### src/hw/qs_regs.svh
`ifndef QS_REGS_SVH
`define QS_REGS_SVH

// Wide configuration widths
`define QS_DW 36
`define QS_AW 19
`define QS_LANES 4
`define QS_LANE_W 9

// Flip-flop storage only models a small slice of the array
`define QS_STORE_AW 4
`define QS_STORE_DEPTH 16

// Read word FIFO
`define QS_FIFO_DEPTH 8
`define QS_FIFO_PW 3
`define QS_FIFO_CW 4

// Words that must be queued before a burst launches
`define QS_BURST_WORDS 4'h2

`endif

### src/hw/qs_pkg.sv
`include "qs_regs.svh"

package qs_pkg;

    typedef logic [`QS_DW-1:0] qs_word_t;
    typedef logic [`QS_LANES-1:0] qs_lane_t;

    // One write beat with its lane enables
    typedef struct packed {
        qs_word_t data;
        qs_lane_t lane_n;
    } qs_beat_s;

    // Read output phase
    typedef enum logic [1:0] {
        QS_OUT_IDLE,
        QS_OUT_FIRST,
        QS_OUT_SECOND
    } qs_out_e;

endpackage

### src/hw/qs_sram.sv
`timescale 1ns/1ps
`include "qs_regs.svh"

// Operation
// - Write data sampled on both clock rises
// - Low write select at K starts write
// - Deselected write port ignores write data
// - Disabled lane leaves stored byte unchanged
// - Lanes map nine-bit slices low to high
// - Lane enables sampled with their data beat
// - Read address at K, write at K-bar
// - Nineteen address bits, one burst location each (the model stores only 16 locations, indexed by the low 4 address bits)
// - Address ignored when its port deselected
// - Read words driven on both clock rises
// - Deselected read port floats data outputs
// - Low read select at K starts read
// - Pending burst finishes, then outputs float
// - Each read returns exactly two words
// - Valid flag edge-aligned with echo clocks
// - Accesses begin on K rising edge
// - K-bar rise captures inputs, launches data
// - Free-running echo clocks follow K
// - PLL off selects single-cycle latency timing
// - Two words per input clock cycle

module qs_sram (
    input wire logic mclk,
    input wire logic rst_b,
    input wire logic k_clk,
    input wire logic k_clk_n,
    input wire logic read_port_sel_n,
    input wire logic write_port_sel_n,
    input wire logic [`QS_AW-1:0] addr,
    input wire logic [`QS_LANES-1:0] byte_lane_en_n,
    input wire logic [`QS_DW-1:0] wr_data,
    input wire logic pll_off_n,
    output logic [`QS_DW-1:0] rd_data,
    output logic rd_data_oe,
    output logic out_valid_flag,
    output logic echo_clk,
    output logic echo_clk_n
);

    // ----------------------------------------------------------------
    // Input clock edge detection
    // ----------------------------------------------------------------
    // K and K-bar are sampled as ordinary inputs; mclk must run well
    // above them so that every rise is seen.
    logic k_d_r;
    logic kn_d_r;
    logic k_rise;
    logic kn_rise;

    assign k_rise = k_clk && !k_d_r;
    assign kn_rise = k_clk_n && !kn_d_r;

    always_ff @(posedge mclk or negedge rst_b) begin
        if (!rst_b) begin
            k_d_r <= 1'b0;
            kn_d_r <= 1'b0;
        end else begin
            k_d_r <= k_clk;
            kn_d_r <= k_clk_n;
        end
    end

    // ----------------------------------------------------------------
    // Storage and lane merge
    // ----------------------------------------------------------------
    qs_pkg::qs_word_t mem0_r [`QS_STORE_DEPTH];
    qs_pkg::qs_word_t mem1_r [`QS_STORE_DEPTH];

    function automatic qs_pkg::qs_word_t lane_merge(input qs_pkg::qs_word_t old_w,
                                                    input qs_pkg::qs_beat_s beat);
        qs_pkg::qs_word_t res;
        res = old_w;
        for (int i = 0; i < `QS_LANES; i++) begin
            if (!beat.lane_n[i]) begin
                res[i*`QS_LANE_W +: `QS_LANE_W] = beat.data[i*`QS_LANE_W +: `QS_LANE_W];
            end
        end
        return res;
    endfunction

    function automatic logic [`QS_STORE_AW-1:0] store_idx(input logic [`QS_AW-1:0] a);
        // Only the low bits index the modelled slice; any pin permutation
        // is harmless as long as reads and writes use the same one.
        return a[`QS_STORE_AW-1:0];
    endfunction

    // ----------------------------------------------------------------
    // Write port
    // ----------------------------------------------------------------
    logic wr_act_r;
    qs_pkg::qs_beat_s beat0_r;

    always_ff @(posedge mclk or negedge rst_b) begin
        if (!rst_b) begin
            wr_act_r <= 1'b0;
            beat0_r <= '0;
        end else if (k_rise) begin
            wr_act_r <= !write_port_sel_n;
            if (!write_port_sel_n) begin
                beat0_r <= '{data: wr_data, lane_n: byte_lane_en_n};
            end
        end else if (kn_rise) begin
            wr_act_r <= 1'b0;
        end
    end

    // Commit both beats at the K-bar rise that carries the write address
    always_ff @(posedge mclk) begin
        if (kn_rise && wr_act_r) begin
            mem0_r[store_idx(addr)] <= lane_merge(mem0_r[store_idx(addr)], beat0_r);
            mem1_r[store_idx(addr)] <= lane_merge(mem1_r[store_idx(addr)],
                                                  '{data: wr_data, lane_n: byte_lane_en_n});
        end
    end

    // ----------------------------------------------------------------
    // Read port: fetch burst into FIFO
    // ----------------------------------------------------------------
    logic rd_pend_r;
    logic rd_half_r;
    logic [`QS_STORE_AW-1:0] rd_idx_r;
    logic fifo_in_ready;
    logic fifo_out_valid;
    logic fifo_pop;
    logic [`QS_FIFO_CW-1:0] fifo_count;
    qs_pkg::qs_word_t fifo_in_data;
    qs_pkg::qs_word_t fifo_out_data;
    logic fifo_push;

    assign fifo_push = rd_pend_r;
    assign fifo_in_data = rd_half_r ? mem1_r[rd_idx_r] : mem0_r[rd_idx_r];

    // A full FIFO stalls the fetch; the pending read waits, never drops
    always_ff @(posedge mclk or negedge rst_b) begin
        if (!rst_b) begin
            rd_pend_r <= 1'b0;
            rd_half_r <= 1'b0;
            rd_idx_r <= '0;
        end else if (rd_pend_r) begin
            if (fifo_in_ready) begin
                rd_half_r <= !rd_half_r;
                rd_pend_r <= !rd_half_r;
            end
        end else if (k_rise && !read_port_sel_n) begin
            rd_pend_r <= 1'b1;
            rd_half_r <= 1'b0;
            rd_idx_r <= store_idx(addr);
        end
    end

    qs_fifo #(
        .W(`QS_DW),
        .D(`QS_FIFO_DEPTH),
        .PW(`QS_FIFO_PW),
        .CW(`QS_FIFO_CW)
    ) i_qs_fifo (
        .mclk(mclk),
        .rst_b(rst_b),
        .in_valid(fifo_push),
        .in_ready(fifo_in_ready),
        .in_data(fifo_in_data),
        .out_valid(fifo_out_valid),
        .out_ready(fifo_pop),
        .out_data(fifo_out_data),
        .count(fifo_count)
    );

    // ----------------------------------------------------------------
    // Read output launch
    // ----------------------------------------------------------------
    // PLL on launches the first word on K-bar (half-cycle phase);
    // PLL off uses the older timing and launches on K.
    qs_pkg::qs_out_e out_st_r;
    logic first_edge;
    logic second_edge;
    logic burst_ready;

    assign first_edge = pll_off_n ? kn_rise : k_rise;
    assign second_edge = pll_off_n ? k_rise : kn_rise;
    assign burst_ready = (fifo_count >= `QS_BURST_WORDS);
    // Second word is only taken while one is really queued
    assign fifo_pop = (out_st_r != qs_pkg::QS_OUT_FIRST) ? (first_edge && burst_ready)
                                                          : (second_edge && fifo_out_valid);

    always_ff @(posedge mclk or negedge rst_b) begin
        if (!rst_b) begin
            out_st_r <= qs_pkg::QS_OUT_IDLE;
            rd_data <= '0;
            rd_data_oe <= 1'b0;
            out_valid_flag <= 1'b0;
        end else begin
            unique case (out_st_r)
                qs_pkg::QS_OUT_IDLE, qs_pkg::QS_OUT_SECOND: begin
                    if (first_edge && burst_ready) begin
                        out_st_r <= qs_pkg::QS_OUT_FIRST;
                        rd_data <= fifo_out_data;
                        rd_data_oe <= 1'b1;
                        out_valid_flag <= 1'b1;
                    end else if (first_edge || k_rise) begin
                        out_st_r <= qs_pkg::QS_OUT_IDLE;
                        rd_data_oe <= 1'b0;
                        out_valid_flag <= 1'b0;
                    end
                end
                qs_pkg::QS_OUT_FIRST: begin
                    if (second_edge) begin
                        out_st_r <= qs_pkg::QS_OUT_SECOND;
                        rd_data <= fifo_out_data;
                    end
                end
            endcase
        end
    end

    // ----------------------------------------------------------------
    // Echo clocks
    // ----------------------------------------------------------------
    // Same register stage as the valid flag, so both change on one edge
    always_ff @(posedge mclk or negedge rst_b) begin
        if (!rst_b) begin
            echo_clk <= 1'b0;
            echo_clk_n <= 1'b1;
        end else begin
            echo_clk <= k_clk;
            echo_clk_n <= !k_clk;
        end
    end

endmodule

### src/hw/qs_fifo.sv
`timescale 1ns/1ps
`include "qs_regs.svh"

module qs_fifo #(
    parameter int W = `QS_DW,
    parameter int D = `QS_FIFO_DEPTH,
    parameter int PW = `QS_FIFO_PW,
    parameter int CW = `QS_FIFO_CW
) (
    input wire logic mclk,
    input wire logic rst_b,
    input wire logic in_valid,
    output logic in_ready,
    input wire logic [W-1:0] in_data,
    output logic out_valid,
    input wire logic out_ready,
    output logic [W-1:0] out_data,
    output logic [CW-1:0] count
);

    logic [W-1:0] mem_r [D];
    logic [PW-1:0] wr_ptr_r;
    logic [PW-1:0] rd_ptr_r;
    logic [CW-1:0] count_r;
    logic push;
    logic pop;

    assign in_ready = (count_r != CW'(D));
    assign out_valid = (count_r != '0);
    assign out_data = mem_r[rd_ptr_r];
    assign count = count_r;
    assign push = in_valid && in_ready;
    assign pop = out_valid && out_ready;

    always_ff @(posedge mclk) begin
        if (push) begin
            mem_r[wr_ptr_r] <= in_data;
        end
    end

    always_ff @(posedge mclk or negedge rst_b) begin
        if (!rst_b) begin
            wr_ptr_r <= '0;
            rd_ptr_r <= '0;
            count_r <= '0;
        end else begin
            if (push) begin
                wr_ptr_r <= wr_ptr_r + PW'(1);
            end
            if (pop) begin
                rd_ptr_r <= rd_ptr_r + PW'(1);
            end
            if (push && !pop) begin
                count_r <= count_r + CW'(1);
            end else if (pop && !push) begin
                count_r <= count_r - CW'(1);
            end
        end
    end

endmodule

### config.mk
export PLATFORM = sky130hd
export DESIGN_NAME = qs_sram
export DESIGN_NICKNAME = d
export VERILOG_FILES = /design/src/hw/qs_pkg.sv /design/src/hw/qs_sram.sv /design/src/hw/qs_fifo.sv
export VERILOG_INCLUDE_DIRS = /design/src /design/src/hw
export SDC_FILE = /design/constraint.sdc
export NUM_CORES = 1
export LEC_CHECK = 0
export BUFFER_PORTS_ARGS = -buffer_cell sky130_fd_sc_hd__buf_4
export CORE_ASPECT_RATIO = 0.8
export CORE_MARGIN = 2
export CORE_UTILIZATION = 55
export CTS_BUF_LIST = sky130_fd_sc_hd__clkbuf_4 sky130_fd_sc_hd__clkbuf_8
export DETAILED_ROUTE_END_ITERATION = 6
export PLACE_DENSITY = 0.84
export SLEW_MARGIN = 20
export SYNTH_ARGS = -nofsm -noshare
export SYNTH_HDL_FRONTEND = slang
export SYNTH_SLANG_ARGS = --single-unit
### constraint.sdc
create_clock -name mclk -period 5.1 [get_ports mclk]
set_input_delay 0.255 -clock mclk [delete_from_list [all_inputs] [get_ports mclk]]
set_output_delay 0.255 -clock mclk [all_outputs]
set_load 0.03 [all_outputs]
## After elaboration in Yosys (flattened, before gate mapping)

Memory sizes are Yosys's and may differ from the RTL's.
Index checks and enable logic that the tools add are counted.
Widths: inputs -> output; s select.

| storage, ports and cells | value |
|---|---|
| flip-flop bits (word level) | 99 |
| bits in writable memories | 1,440 |
| input port bits | 66 |
| output and inout bits | 40 |
| memories kept | 3 |

Memory list:

| name | words | bits a word | rd ports | clocked after memory_dff | write ports | RTL line | source |
|---|---|---|---|---|---|---|---|
| mem0_r | 16 | 36 | 1 | 0 | 1 | qs_sram.sv:70 | `` qs_pkg::qs_word_t mem0_r [`QS_STORE_DEPTH]; `` |
| mem1_r | 16 | 36 | 1 | 0 | 1 | qs_sram.sv:71 | `` qs_pkg::qs_word_t mem1_r [`QS_STORE_DEPTH]; `` |
| i_qs_fifo.mem_r | 8 | 36 | 1 | 0 | 1 | qs_fifo.sv:21 | `logic [W-1:0] mem_r [D];` |

| operators by class | value |
|---|---|
| add/subtract/negate cells | 4 |
| order comparisons | 1 |
| equality and inequality tests | 16 |
| multiplexer cells | 43 |
| bitwise logic cells | 2 |
| reductions and logical operators | 40 |

Operators by type and width:

| kind | count |
|---|---|
| $mux 9 | 16 |
| $mux 36 | 3 |
| $pmux 36 s2 | 1 |
| $reduce_and 2->1 | 14 |
| $ne 2x2->1 const B | 10 |
| $mux 1 | 17 |
| $logic_and 1x1->1 | 10 |
| $logic_not 1->1 | 8 |
| $mux 4 | 2 |
| $reduce_bool 2->1 | 4 |
| $add 3x1->3 const B | 2 |
| $mux 2 | 3 |
| $add 4x1->4 const B | 1 |
| $ge 4x2->1 const B | 1 |
| $ne 2x1->1 const B | 2 |
| $ne 4x4->1 const B | 1 |
| $pmux 2 s2 | 1 |
| $reduce_bool 4->1 | 1 |
| $sub 4x1->4 const B | 1 |
| $ne 3x3->1 const B | 1 |
| $eq 2x1->1 const B | 1 |
| $eq 2x2->1 const B | 1 |
| $logic_not 2->1 | 1 |
| $not 1->1 | 2 |
| 2 further kinds | 2 |

## Longest topological paths before layout

| logic depth | value |
|---|---|
| word-level depth | 9 |
| gate-level depth with buffers | 14 |
| mapped depth without buffers | 12 |

## Cells and area by module

A second synthesis with hierarchy kept.

| unflattened totals | value |
|---|---|
| cells, all modules | 3,322 |
| area total of the unflattened synthesis | 60,362.9 um2 |

By module, submodules not included:

| module | instances | cells each | area each (um2) |
|---|---|---|---|
| qs_sram | 1 | 2,844 | 48,708.0 |
| qs_fifo | 1 | 478 | 11,654.9 |

## Worst setup path before layout

No wires, ideal clock.

| timing | value |
|---|---|
| path kind | reg2reg |
| start | reg i_qs_fifo.count_r[1] (netlist: i_qs_fifo.count[1]) |
| end | mem i_qs_fifo.mem_r[0][0] (netlist bit), enable pin |
| setup time | 0.519 ns |
| arrival | 4.210 ns |
| required time | 4.581 ns |
| setup slack | 0.370 ns |
| stages on the path, launching flop included | 5 |
| buffers on the path | 0 |
| period minus slack after synthesis | 4.730 ns |
| cell sequence | dfrtp_1 -> nor3_1 -> nand2_1 -> nand2_1 -> nor4_1 |

| between the ends | value |
|---|---|
| longest elaborated chain between the ends | 4 |

Ends and longest elaborated chain:

| element | RTL line | source |
|---|---|---|
| from (decl) | qs_fifo.sv:24 | `logic [CW-1:0] count_r;` |
| from (signal assigned) | qs_fifo.sv:54 | `count_r <= count_r + CW'(1);` |
| from (signal assigned) | qs_fifo.sv:56 | `count_r <= count_r - CW'(1);` |
| $ne 4x4->1 | qs_fifo.sv:28 | `assign in_ready = (count_r != CW'(D));` |
| $logic_and 1x1->1 | qs_fifo.sv:32 | `assign push = in_valid && in_ready;` |
| $mux 1 | qs_fifo.sv:36 | `if (push) begin` |
| $mux 1 (implied by the code) | qs_fifo.sv:37 | `mem_r[wr_ptr_r] <= in_data;` |
| to (decl) | qs_fifo.sv:21 |  |

Every way passes these cells.

## Worst setup path after layout

| timing | value |
|---|---|
| start | reg rd_idx_r[1] |
| end | mem i_qs_fifo.mem_r[6][8] (netlist bit), data pin |

| between the ends | value |
|---|---|
| longest elaborated chain between the ends | 2 |
| elaborated cells between the ends (all ways) | 3 |
| those cells by class | 1 x mux; 2 x memory |

Ends and longest elaborated chain:

| element | RTL line | source |
|---|---|---|
| from (decl) | qs_sram.sv:125 | `` logic [`QS_STORE_AW-1:0] rd_idx_r; `` |
| from (signal assigned) | qs_sram.sv:151 | `rd_idx_r <= store_idx(addr);` |
| $mem_v2 16x36, on equally long branches | - |  |
| $mux 36 (*) | qs_sram.sv:135 | `assign fifo_in_data = rd_half_r ? mem1_r[rd_idx_r] : mem0_r[rd_idx_r];` |
| named net fifo_in_data[8] | qs_sram.sv:130 | `qs_pkg::qs_word_t fifo_in_data;` |

The timed path passes the listed nets; every way through them passes the cells marked *.

==> flow_summary.toml <==
[detailed_routing]
postRouteWirelength_mm = 131.9
drc_errors = 0
drtIter0Drc = 3851
dr.pass1.iters = 6
vias = 31580
postRouteAntennaNets = 0
avgRoutedWirePerCell_um = 25.46
vias_per_cell = 6.097

[clock_network]
cts_tree = "yes"
clkLatencyLatePin_ns = 0.92
cts-resized-gates = 0
cts_max_level = 4
cts-buffers-inserted = 213
clk_pin_slew_ns = 0.06
ctsLongestPathBuffers = 3
cts-root-buf = "clkbuf_8"
clock-sinks = 1539

[worst_setup_path]
path_class = "reg -> reg"
r2r_slack_ns = 1.70
crit_arrival_ns = 3.85
end_kind = "flip-flop"
crit_fanout = 48
crit_path_start_kind = "flip-flop"
worstPathRequired_ns = 5.55

[power_and_ir_drop]
seqPwrFrac_pct = 45.7
power_frac_comb_pct = 27.3
ir_drop_mv = 0.5195
p_leak_nw = 23.14
p_sw_share_pct = 32.29
power.total_mw = 35.55
power.switching_mw = 11.48
pwr-share-clk_pct = 27.0
powerDensity_nw_per_um2 = 531.9
internal_power_mw = 24.07

[sta]
finalSetupViolations = 0
max_slew_margin_pct = 14.38
worst_slew_pin_slew_ns = 1.281
rsz0062_at_grt = "false"
finalCriticalPeriod_ns = 3.402
final-hold-violation-count = 0
setup_ws_ns = 1.698
setup_tns_ns = 0
slew_violations = 0
clock.fmax_mhz = 294.0
fin_skew_ns = 0.03979
period_share_pct = 66.70

[grt]
grt_pass1_wl_mm = 195.1
antenna_found_initial = 5
grt.overflow.total = 0
grtUsageTotal_pct = 23.52
grt_max_degree = 145
grt_pass1_vias = 31670

[synthesis]
synth_cell_types = 49
ys_ff_latch = 1539
synth-edff-count = 1440
synth-async-reset-ratio_pct = 6.433
ys_seq_area_share_pct = 76.29
ys.flop_type = "edfxtp_1"
avgSynthCellArea_um2 = 17.85
syn_inst = 3358
yosys_warnings = 0
synth_nets = 3430
syn-cell-area_um2 = 59930

[layout]
seq_area_um2 = 45730
drive_above_1_share_pct = 17.05
fillers = 7185
multiInputGateArea_um2 = 13230
layout.nets = 3634
area_growth_pct = 11.52

[floorplanning]
start_util_pct = 55.37
die_w_um = 373.1
die_y_um = 299.3
die_area_um2 = 111600
core_um2 = 108200
rows = 108
io_pins = 106

[status]
status = "completed"

[place]
dp_hpwl_mm = 77.51
port_buffers = 90
pre_cts_ws_ns = 1.808
gp_congestion = 0.8321

[run]
maxCapViolCount = 0

[hold_path]
min_path_type = "in -> reg"
[worst paths after layout]
| check | depth (start not counted) | startpoint | end |
|---|---|---|---|
| hold / removal | 4 | write_port_sel_n | wr_act_r$_DFFE_PN0P_ |
| hold reg to reg | 2 | rd_data[26]$_DFFE_PN0P_ | rd_data[26]$_DFFE_PN0P_ |
| setup reg to reg | 6 | rd_idx_r[1]$_DFFE_PN0P_ | i_qs_fifo.mem_r[6][8]$_DFFE_PP_ |
| max in group asynchronous | 4 | rst_b | rd_idx_r[1]$_DFFE_PN0P_ |
| min in group asynchronous | 4 | rst_b | rd_data[31]$_DFFE_PN0P_ |
| setup / recovery | 6 | rd_idx_r[1]$_DFFE_PN0P_ | i_qs_fifo.mem_r[6][8]$_DFFE_PP_ |
[timing repair]
item | CTS | global route
setup buffers | 0 | 0
hold buffers | 57 | 0
hold endpoints to repair | 682 | 0
[routing by layer]
metal / vias to the layer above / track usage (%) / wire length [um]
met5: - / 0 / 16
met3: 279 / 5.525 / 14620
li1: 13700 / - / -
met4: 4 / 8.837 / 3865
met2: 1756 / 36.80 / 62300
met1: 15840 / 32.60 / 51080
[stage by stage]
step                util, %  cells  cell area (um^2)  hold WS (ns)
detailed placement    57.16   4720             61860        0.2860
finish                61.75   5180             66840        0.1621
global placement      57.16   4720             61860        0.2663
floorplan                 -   3358             59930      -0.04059
CTS                   61.74   5178             66820       0.08740
global route          61.75   5179             66830        0.1310
[cells in the mapped netlist, types with 3 or more instances]
cell,n,area [um^2]
a21oi_1,111,555.5
nor2_1,140,525.5
xnor2_1,6,52.55
o21ai_0,23,115.1
o21ai_1,17,85.08
nand3_1,116,580.6
nor2b_1,8,50.05
a22o_1,72,630.6
mux2_2,45,506.7
nand2b_1,5,31.28
buf_6,12,135.1
or2_2,9,56.30
buf_2,74,370.4
edfxtp_1,1440,43240
inv_1,5,18.77
buf_4,41,307.8
dfrtp_1,98,2452
a21o_1,3,22.52
nand2_1,166,623.1
buf_1,16,60.06
ha_1,5,62.56
nor3_1,44,220.2
a22oi_1,108,810.8
a31oi_1,37,231.5
mux4_2,72,1622
mux2i_1,612,6126
clkbuf_1,46,172.7
[area by class of cell]
type | instances | share of cell area (%)
Timing Repair Buffer | 182 | 2.533
Inverter | 5 | 0.02808
Clock inverter | 94 | 0.8555
Antenna cell | 2 | 0.007488
Multi-Input combinational cell | 1621 | 19.79
Clock buffer | 307 | 5.685
Tap cell | 1430 | 2.677
Sequential cell | 1539 | 68.42
[cells in the final DEF, fill, tap and decap left out, types with 56 or more instances in the layout]
master,Yosys,layout
edfxtp_1,1440,1440
mux2i_1,612,612
clkbuf_8,0,239
nand2_1,166,166
nor2_1,140,132
nand3_1,116,116
a21oi_1,111,111
buf_4,41,111
a22oi_1,108,108
dfrtp_1,98,94
a22o_1,72,72
mux4_2,72,72
clkbuf_4,2,68
dlygate4sd3_1,0,56
[kinds of logic after synthesis]
kind of cell	after synthesis	synth area share [%]
buf+inv	198	1.818
compound gates	380	4.232
mux	730	13.80
xor+xnor	8	0.1169
flops	1539	76.29
simple gates	497	3.612
fa+ha+maj	6	0.1378
[registers in the layout (all words and copies together), names as in the netlist, 2 cells and up]
signal,cells
out_st_r,2
i_qs_fifo.wr_ptr_r,3
i_qs_fifo.rd_ptr_r,3
mem1_r,576
mem0_r,576
rd_data,36
i_qs_fifo.count,4
rd_idx_r,4
beat0_r,40
i_qs_fifo.mem_r,288
[power groups by stage]
stage,clock [mW],combinational [mW],sequential [mW]
global route,10.2,10.3,16.3
floorplan,0,6.56,16.3
finish,9.61,9.71,16.2
detailed placement,0,9.53,16.5
global placement,0,9.25,16.4
CTS,9.67,9.61,16.2
[worst max-delay path, stage by stage, from the launching register on]
cell,delay [ns]
dfrtp_4,0.99
buf_12,0.40
buf_4,0.42
mux2i_1,0.25
a22oi_1,0.17
nand3_1,0.17
nand3_1,0.47
(Power assumes the default switching activity.)
